## src/rtl/cgos_pkg.sv

```systemverilog
// Constants for the clock gating and oscillator stabilization controller.
// Assumes a single main clock domain; wake and reset sources come from outside.
package cgos_pkg;
	// Timebase timer width and the two selectable overflow taps
	localparam int TBT_WIDTH = 18;
	localparam int STAB_TAP_SHORT = 13;
	localparam int STAB_TAP_LONG = 17;
	// Main clock periods per instruction cycle
	localparam int INST_DIV = 4;
	// Timebase timer runs at main clock divided by this
	localparam int TBT_DIV = 2;
	// Reset value of the two select bits (build option)
	localparam logic [1:0] STAB_SEL_RST = 2'h1;
	// Software or watchdog reset length, in instruction cycles
	localparam int INT_RST_INST = 4;
	typedef enum logic [1:0] {
		CGOS_RUN,
		CGOS_SLEEP,
		CGOS_STOP,
		CGOS_STAB
	} cgos_state_t;
endpackage : cgos_pkg

```

## src/rtl/cgos_ctrl.sv

```systemverilog
// Clock controller: run, sleep and stop gating with oscillator stabilization delay.
// Assumes the oscillator clock I_CLK keeps toggling in simulation; enables model gating.
// Contract
// RULE_01 - Timebase timer advances once every two main clock periods.
// RULE_02 - Instruction cycle enable pulses once every four main clock periods.
// RULE_03 - CPU and peripheral clock enables follow run, sleep or stop mode.
// RULE_04 - Oscillator enable is low in stop mode, high again on exit.
// RULE_05 - CPU clock held off while the stabilization stop signal is asserted.
// RULE_06 - No CPU or peripheral clock until stabilization delay elapses.
// RULE_07 - Delay clears timebase timer, counts up, ends at chosen bit overflow.
// RULE_08 - Selector chooses one of exactly two timebase-derived durations.
// RULE_09 - Interrupt wake from stop uses build-time chosen delay option.
// RULE_10 - Select bits reset to a build-time constant, not software.
// RULE_11 - Power-on option adds delay at power-up and reset stop exit.
// RULE_12 - Timebase and free-run divided clocks ignore CPU speed shift.
// RULE_13 - Sleep stops CPU and watchdog clocks, other peripherals keep running.
// RULE_14 - Software or watchdog reset in run inserts no delay.
// RULE_15 - Both overflow tap positions are module parameters.
`timescale 1ns/1ps
`default_nettype none
module cgos_ctrl
	import cgos_pkg::*;
#(
	// RULE_15 tap parameters
	parameter int TAP_SHORT = STAB_TAP_SHORT,
	parameter int TAP_LONG = STAB_TAP_LONG,
	parameter bit POR_OPTION = 1'b1,
	parameter logic [1:0] SEL_RESET = STAB_SEL_RST,
	parameter bit WAKE_SEL_LONG = 1'b1
) (
	input wire logic I_CLK,
	input wire logic I_ARST_N,
	input wire logic I_STOP_REQ,
	input wire logic I_SLEEP_REQ,
	input wire logic I_EXT_RESET,
	input wire logic I_EXT_IRQ,
	input wire logic I_PERIPH_IRQ,
	input wire logic I_INT_RESET,
	input wire logic [1:0] I_SPEED_SHIFT,
	output logic O_OSC_EN,
	output logic O_CPU_CLK_EN,
	output logic O_WDT_CLK_EN,
	output logic O_PERIPH_CLK_EN,
	output logic O_TBT_TICK,
	output logic O_INST_TICK,
	output logic O_STAB_STOP,
	output logic O_RESET_HOLD,
	output logic [1:0] O_STAB_SEL,
	output logic [TBT_WIDTH-1:0] O_TBT_COUNT
);
	cgos_state_t state;
	logic [2:0] ext_rst_sync;
	logic [2:0] ext_irq_sync;
	logic ext_rst;
	logic ext_irq;
	logic tbt_phase;
	logic [1:0] inst_cnt;
	logic [TBT_WIDTH-1:0] tbt;
	logic [TBT_WIDTH-1:0] next_tbt;
	logic [1:0] stab_sel;
	logic stab_done;
	logic from_reset;

	// Pin inputs: three stages, change accepted when last two agree
	always_ff @(posedge I_CLK or negedge I_ARST_N) begin
		if (!I_ARST_N) begin
			ext_rst_sync <= 3'h0;
			ext_irq_sync <= 3'h0;
			ext_rst <= 1'b0;
			ext_irq <= 1'b0;
		end else begin
			ext_rst_sync <= {ext_rst_sync[1:0], I_EXT_RESET};
			ext_irq_sync <= {ext_irq_sync[1:0], I_EXT_IRQ};
			if (ext_rst_sync[2] == ext_rst_sync[1]) begin
				ext_rst <= ext_rst_sync[2];
			end
			if (ext_irq_sync[2] == ext_irq_sync[1]) begin
				ext_irq <= ext_irq_sync[2];
			end
		end
	end

	// RULE_01 divide by two for timebase
	always_ff @(posedge I_CLK or negedge I_ARST_N) begin
		if (!I_ARST_N) begin
			tbt_phase <= 1'b0;
		end else if (state == CGOS_STOP) begin
			tbt_phase <= 1'b0;
		end else begin
			tbt_phase <= ~tbt_phase;
		end
	end
	assign O_TBT_TICK = tbt_phase;

	// RULE_02 instruction cycle of four main clocks
	always_ff @(posedge I_CLK or negedge I_ARST_N) begin
		if (!I_ARST_N) begin
			inst_cnt <= 2'h0;
		end else if (O_CPU_CLK_EN) begin
			inst_cnt <= inst_cnt + 2'h1;
		end
	end
	assign O_INST_TICK = O_CPU_CLK_EN && (inst_cnt == 2'(INST_DIV - 1));

	// RULE_10 select bits from build option
	always_ff @(posedge I_CLK or negedge I_ARST_N) begin
		if (!I_ARST_N) begin
			stab_sel <= SEL_RESET;
		end else if (state == CGOS_STOP && ext_irq && !ext_rst) begin
			// RULE_09 interrupt wake option
			stab_sel <= WAKE_SEL_LONG ? 2'h1 : 2'h0;
		end else if (state == CGOS_STOP && ext_rst) begin
			stab_sel <= SEL_RESET;
		end
	end
	assign O_STAB_SEL = stab_sel;

	// RULE_08 one of two taps
	// RULE_07 overflow out of chosen bit
	always_comb begin
		next_tbt = tbt + {{(TBT_WIDTH-1){1'b0}}, 1'b1};
		stab_done = (state == CGOS_STAB) && tbt_phase &&
			(stab_sel[0] ? (&tbt[TAP_LONG:0]) : (&tbt[TAP_SHORT:0]));
	end

	// RULE_12 timebase ignores speed shift input
	always_ff @(posedge I_CLK or negedge I_ARST_N) begin
		if (!I_ARST_N) begin
			tbt <= '0;
		end else if (state == CGOS_STOP) begin
			tbt <= '0;
		end else if (tbt_phase) begin
			tbt <= next_tbt;
		end
	end
	assign O_TBT_COUNT = tbt;

	// Mode sequencing; power-on with option starts in stabilization
	always_ff @(posedge I_CLK or negedge I_ARST_N) begin
		if (!I_ARST_N) begin
			state <= POR_OPTION ? CGOS_STAB : CGOS_RUN;
			from_reset <= 1'b1;
		end else begin
			case (state)
				CGOS_RUN: begin
					// RULE_14 internal reset in run: no delay
					from_reset <= 1'b0;
					if (I_STOP_REQ && !I_PERIPH_IRQ && !ext_irq) begin
						state <= CGOS_STOP;
					end else if (I_SLEEP_REQ && !I_PERIPH_IRQ && !ext_irq) begin
						state <= CGOS_SLEEP;
					end
				end
				CGOS_SLEEP: begin
					if (I_PERIPH_IRQ || ext_irq || ext_rst || I_INT_RESET) begin
						state <= CGOS_RUN;
					end
				end
				CGOS_STOP: begin
					// RULE_11 reset exit delayed only with option
					if (ext_rst) begin
						state <= POR_OPTION ? CGOS_STAB : CGOS_RUN;
						from_reset <= 1'b1;
					end else if (ext_irq) begin
						state <= CGOS_STAB;
						from_reset <= 1'b0;
					end
				end
				CGOS_STAB: begin
					if (stab_done) begin
						state <= CGOS_RUN;
					end
				end
				default: begin
					state <= CGOS_RUN;
				end
			endcase
		end
	end

	// RULE_04 oscillator off in stop
	assign O_OSC_EN = (state != CGOS_STOP);
	// RULE_05 stabilization stop signal
	assign O_STAB_STOP = (state == CGOS_STAB);
	assign O_RESET_HOLD = O_STAB_STOP && from_reset;
	// RULE_03 mode based gating
	// RULE_06 no CPU, watchdog or peripheral clock during delay
	// RULE_13 sleep keeps peripherals only
	assign O_CPU_CLK_EN = (state == CGOS_RUN);
	assign O_WDT_CLK_EN = (state == CGOS_RUN);
	assign O_PERIPH_CLK_EN = (state == CGOS_RUN) || (state == CGOS_SLEEP);

	// Speed shift is accepted for port compatibility only
	logic unused_shift;
	assign unused_shift = ^I_SPEED_SHIFT;

	// RULE_05 CPU clock off during stop signal
	chk_cpu_gated_stab: assert property (@(posedge I_CLK) disable iff (!I_ARST_N)
		O_STAB_STOP |-> !O_CPU_CLK_EN && !O_PERIPH_CLK_EN)
		else $error("cpu or periph clock during stabilization");
	// RULE_04 oscillator halted in stop
	chk_osc_stop_off: assert property (@(posedge I_CLK) disable iff (!I_ARST_N)
		(state == CGOS_STOP) |-> !O_OSC_EN)
		else $error("oscillator running in stop");
	// RULE_13 sleep gating
	chk_sleep_gating: assert property (@(posedge I_CLK) disable iff (!I_ARST_N)
		(state == CGOS_SLEEP) |-> O_PERIPH_CLK_EN && !O_CPU_CLK_EN && !O_WDT_CLK_EN)
		else $error("sleep gating wrong");
	// RULE_01 timebase half rate
	chk_tbt_half_rate: assert property (@(posedge I_CLK) disable iff (!I_ARST_N)
		(state != CGOS_STOP) && $past(state != CGOS_STOP) && O_TBT_TICK |=> !O_TBT_TICK)
		else $error("timebase tick not divide by two");
	// RULE_02 instruction tick spacing
	chk_inst_spacing: assert property (@(posedge I_CLK) disable iff (!I_ARST_N)
		O_INST_TICK |=> !O_INST_TICK [*3])
		else $error("instruction tick too frequent");
	// RULE_07 timer cleared in stop
	chk_tbt_cleared: assert property (@(posedge I_CLK) disable iff (!I_ARST_N)
		(state == CGOS_STOP) |=> (O_TBT_COUNT == '0) || (state != CGOS_STOP))
		else $error("timebase not cleared in stop");
	// RULE_07 delay ends at tap overflow
	chk_stab_end: assert property (@(posedge I_CLK) disable iff (!I_ARST_N)
		O_STAB_STOP && stab_done |=> !O_STAB_STOP && O_CPU_CLK_EN)
		else $error("stabilization did not end at overflow");
	// RULE_09 interrupt wake applies delay
	chk_irq_wake_delay: assert property (@(posedge I_CLK) disable iff (!I_ARST_N)
		(state == CGOS_STOP) && ext_irq && !ext_rst |=> O_STAB_STOP
			&& (O_STAB_SEL == (WAKE_SEL_LONG ? 2'h1 : 2'h0)))
		else $error("interrupt wake without delay");
	// RULE_14 no delay from run
	chk_run_no_stab: assert property (@(posedge I_CLK) disable iff (!I_ARST_N)
		(state == CGOS_RUN) |=> !O_STAB_STOP)
		else $error("delay inserted from run");
endmodule : cgos_ctrl
`default_nettype wire

```

## config.mk

```make
export PLATFORM = sky130hd
export DESIGN_NAME = cgos_ctrl
export DESIGN_NICKNAME = d
export VERILOG_FILES = /design/src/rtl/cgos_pkg.sv /design/src/rtl/cgos_ctrl.sv
export SDC_FILE = /design/constraint.sdc
export NUM_CORES = 1
export LEC_CHECK = 0
export BUFFER_PORTS_ARGS = -buffer_cell sky130_fd_sc_hd__buf_4
export CAP_MARGIN = 30
export CORE_MARGIN = 2
export CORE_UTILIZATION = 40
export DETAILED_ROUTE_END_ITERATION = 8
export GPL_ROUTABILITY_DRIVEN = 0
export PLACE_DENSITY = 0.7
export RECOVER_POWER = 50
export SETUP_SLACK_MARGIN = 0.02
export SLEW_MARGIN = 40
export SYNTH_ARGS = -nofsm -noshare
export SYNTH_HDL_FRONTEND = slang
export SYNTH_SLANG_ARGS = --single-unit
```

## constraint.sdc

```tcl
create_clock -name I_CLK -period 4.55 [get_ports I_CLK]
set_input_delay 0.6825 -clock I_CLK [delete_from_list [all_inputs] [get_ports I_CLK]]
set_output_delay 0.6825 -clock I_CLK [all_outputs]
set_load 0.02 [all_outputs]
```

## Word-level counts from Yosys, hierarchy flattened

Cells that the tools add are included.

| word-level totals | value |
|---|---|
| bits in latches | 0 |
| bits of input ports | 10 |
| output and inout port bits | 28 |
| memory bits (read-only) | 0 |
| memories kept | 0 |
| RAM bits | 0 |
| bits in registers | 34 |

| operators by class | value |
|---|---|
| shift-type cells | 0 |
| div/mod/pow operators | 0 |
| add/subtract/negate cells | 2 |
| muxes and demuxes | 16 |
| reduce and logical (&&, ||, !) cells | 26 |
| $lt $le $gt $ge | 0 |
| equal/unequal tests | 11 |
| $mul | 0 |
| bitwise logic cells | 1 |

Operator list:

| cell | count |
|---|---|
| $mux 18 | 2 |
| $add 18x1->18 const B | 1 |
| $reduce_and 18->1 | 1 |
| $mux 2 | 8 |
| $reduce_and 14->1 | 1 |
| $logic_and 1x1->1 | 11 |
| $pmux 2 s4 | 1 |
| $eq 2x2->1 const B | 3 |
| $reduce_bool 2->1 | 3 |
| $logic_or 1x1->1 | 4 |
| $mux 1 | 4 |
| $ne 2x2->1 const B | 2 |
| $reduce_and 4->1 | 1 |
| $logic_not 1->1 | 3 |
| $ne 3x1->1 const B | 1 |
| $ne 3x3->1 const B | 1 |
| $add 2x1->2 const B | 1 |
| $eq 1x1->1 | 2 |
| $eq 2x1->1 const B | 1 |
| $logic_not 2->1 | 1 |
| $ne 2x1->1 const B | 1 |
| $pmux 1 s2 | 1 |
| $reduce_and 2->1 | 1 |
| $not 1->1 | 1 |

## Longest topological paths before layout

| logic depth | value |
|---|---|
| depth in word-level cells | 6 |
| depth in mapped cells | 6 |
| depth with buffers taken out | 5 |

## Least setup slack after synthesis

Ideal clock, no wire load.

| timing | value |
|---|---|
| path kind | register to output |
| start point | register state[0] |
| end point | output O_INST_TICK |
| stages on the path, launching flop included | 4 |
| required time | 3868 ps |
| data arrival time | 1308 ps |
| path buffers | 1 |
| slack | 2560 ps |
| cell sequence | dfstp_2 clkbuf_1 nor2_1 and2_1 |

| on the way | value |
|---|---|
| longest elaborated chain between the ends | 2 |

RTL lines:

| item | RTL line | text |
|---|---|---|
| start, declared | cgos_ctrl.sv:51 | `cgos_state_t state;` |
| start signal, assigned | cgos_ctrl.sv:141 | `state <= POR_OPTION ? CGOS_STAB : CGOS_RUN;` |
| start signal, assigned | cgos_ctrl.sv:162 | `state <= POR_OPTION ? CGOS_STAB : CGOS_RUN;` |
| $logic_not 2->1 | cgos_ctrl.sv:189 | `assign O_CPU_CLK_EN = (state == CGOS_RUN);` |
| named net O_CPU_CLK_EN | cgos_ctrl.sv:41 | `output logic O_CPU_CLK_EN,` |
| $logic_and 1x1->1 | cgos_ctrl.sv:103 | `assign O_INST_TICK = O_CPU_CLK_EN && (inst_cnt == 2'(INST_DIV - 1));` |
| end, declared | cgos_ctrl.sv:45 | `output logic O_INST_TICK,` |

The timed path passes the listed nets, and every way through them passes these cells.

## Final worst setup path

| timing | value |
|---|---|
| start point | register state[1] |
| end point | output O_OSC_EN |

| on the way | value |
|---|---|
| longest elaborated chain between the ends | 1 |

RTL lines:

| item | RTL line | text |
|---|---|---|
| $ne 2x2->1 | cgos_ctrl.sv:182 | `assign O_OSC_EN = (state != CGOS_STOP);` |
| end, declared | cgos_ctrl.sv:40 | `output logic O_OSC_EN,` |

No other way between the ends.

==> out/qor.yml <==
power:
  p_leak_nw: 0.8431
  powerDensity_nw_per_um2: 304.1
  p_clk_frac: 0.445
  combPwrFrac: 0.025
  p_sw_mw: 0.1102
  switching_share: 0.2005
  internal_power_mw: 0.4396
  ir_worst_vdd_v: 0.0001584
  p_seq_frac: 0.530
placed_design:
  portBuffers: 33
  placed_cell_area_um2: 1720
  dpl.hpwl_mm: 1.920
  dp.cells: 210
clock_network:
  holdBufCountCts: 0
  cts_buffers: 5
  clock-root-buffer: "clkbuf_4"
  post-cts-setup-buffer-count: 0
  htreeDepth: 2
  cts_tree: "done"
  clkTransAtPathRegs_ps: 100
  cts.sinks: 32
  cts_resized: 0
  cts_buffer_depth: 2
  insertion_delay_ps: 330
setup_path:
  path_class: "reg -> out"
  cpMostUsedCell: "inv_1"
  cp_max_fo: 20
  critPathCaptureType: "output port"
  max_stage_delay_ps: 660
  crit_required_ps: 3870
  crit_chain: "inv_1, nor2_1, clkbuf_1, inv_1, buf_4"
  crit_slowest_cell: "clkbuf_1"
  critPathLaunchType: "register"
  crit_arrival_ps: 2110
floorplanning:
  dieArea_um2: 4143
  core_area_um2: 3416
  die_w_um: 64.37
  dieHeight_um: 64.37
  initial_core_util: 0.4267
  io_pins: 38
  num_rows: 21
synthesis:
  synthArstFlopShare: 1.000
  avgSynthCellArea_um2: 10.49
  synthTopCellsByArea: "dfrtp_1 (50%), dfstp_2 (5.4%), nor2_1 (4.9%)"
  netlist_area_um2: 1458
  ys.flop_type: "dfrtp_1"
  synth_seq_cells: 32
  yosysSeqAreaShare: 0.5519
  syn_inst: 139
  yosysMostFrequentCell: "dfrtp_1"
  syn_nets: 151
  synth_top_area_share: 0.4979
  yosysTopAreaCell: "dfrtp_1"
  synth_common_cells: "dfrtp_1 (29), nor2_1 (19), nand2_1 (8), xor2_1 (8), nand4_1 (7)"
  yosysUniqueCellTypes: 34
  ys_warn_count: 0
  synth_edf_count: 0
route:
  drcViolationCount: 0
  wl_mm: 2.810
  dr_total_vias: 1108
  wl_per_cell_um: 12.89
  drtIter0Drc: 25
  via_per_inst: 5.083
  drt_first_pass_iters: 5
  antenna_left: 0
layout:
  antennaDiodeCount: 0
  fin_cells: 218
  fin_area_um2: 1808
  nNetsFinal: 183
  area_growth_pct: 24.03
  fillers: 318
  layout-drive-gt1-share: 0.2500
  final_core_util: 0.5293
run_status:
  status: "complete, but fails checks"
  violations: "capacitance limit, slew limit"
global_routing:
  track_usage: 0.1534
  grt.overflow.total: 0
  grt_pass1_wl_mm: 4.857
  grt_start_max_net_pins: 33
  antenna_found_initial: 0
  grt_pass1_vias: 1059
worst_hold_path:
  worstHoldPathType: "reg -> reg"
sta:
  final_max_slew_viol_count: 33
  setup_viol: 0
  period_share: 0.6144
  min_period_ps: 2796
  fin_skew_ps: 5.289
  whs_ps: 356.1
  hold_viol: 0
  max_freq_mhz: 357.7
  fin_setup_tns_ps: 0
  rsz0062_at_grt: "no"
  slew-limit-headroom: -0.1258
  worst_pin_slew_ps: 1689
run:
  drv_cap: 1
## placed cells by master, fill, tap and decap left out, types with 3 or more instances in the layout
cell	count
nor2_1	19
clkbuf_4	7
buf_4	30
o31ai_1	3
xor2_1	8
and2_1	4
a21oi_1	4
inv_1	4
o21ai_0	3
xnor2_1	6
and3_1	3
nand3_1	3
nor3_1	3
nand2_1	8
dfrtp_1	29
nand4_1	7
## cell type report
| class | instances | area [µm²] | share of cell area |
|---|---|---|---|
| flip-flops and latches | 32 | 804.5 | 0.4450 |
| multi-input cells | 94 | 588.1 | 0.3253 |
| repair buffers | 34 | 247.7 | 0.1370 |
| clock buffers | 7 | 65.06 | 0.03599 |
| well taps | 46 | 57.56 | 0.03183 |
| clock inverters | 1 | 30.03 | 0.01661 |
| inverters | 4 | 15.01 | 0.008305 |
## power by group through the flow
stage	logic (mW)	registers, mW	clock network, mW
2_1_floorplan	0.00551	0.297	0
3_3_place_gp	0.0144	0.297	0
3_5_place_dp	0.0146	0.297	0
4_1_cts	0.0146	0.292	0.249
5_1_grt	0.0160	0.292	0.264
6_report	0.0136	0.291	0.245
## cells by family after synthesis
logic type                 Yosys count  synth area share
buffers and inverters               13           0.04463
muxes                                2           0.01459
DFF                                 32            0.5519
xor gates and xnor gates            14           0.08412
AOI/OAI and AO/OA                   13           0.05494
and+or+nand+nor                     59            0.2137
other                                2          0.005152
adders and majority gates            4           0.03090
## layer usage
layer	share of wire	track usage
met2	0.48	0.2474
met3	0.058	0.06162
met5	0	0
met1	0.45	0.1851
met4	0.0093	0.05585
## sequential cells by signal, indices dropped and copies added (netlist names)
| signal | flops |
|---|---|
| O_TBT_COUNT | 18 |
| O_TBT_TICK | 1 |
| from_reset | 1 |
| ext_rst_sync | 3 |
| inst_cnt | 2 |
| ext_irq_sync | 3 |
| state | 2 |
| ext_rst | 1 |
| ext_irq | 1 |
## per-stage QoR
step                total power [mW]  setup WS [ps]
floorplan                     0.3021           2560
global placement              0.3115           2672
detailed placement            0.3119           2666
CTS                           0.5554           2273
global route                  0.5723           1549
finish                        0.5498           1754
## worst paths after layout
kind	start	cells past startpoint	endpoint	slack, ps
hold / removal	ext_rst_sync[0]	0	ext_rst_sync[1]	360
max in group asynchronous	I_ARST_N	1	O_TBT_COUNT[9]	2810
setup / recovery	state[1]	5	O_OSC_EN	1750
hold reg to reg	ext_rst_sync[0]	0	ext_rst_sync[1]	360
setup reg to reg	O_TBT_TICK	4	O_TBT_COUNT[15]	2730
min in group asynchronous	I_ARST_N	1	O_TBT_COUNT[5]	780
## worst max-delay path, delay by kind of cell, from the launching register on
family,cells,cell delay (ps)
flip-flops,1,610
AND/OR/NAND/NOR,1,110
buffers and inverters,4,1060
Note: power is estimated with default switching activity, not from simulation.
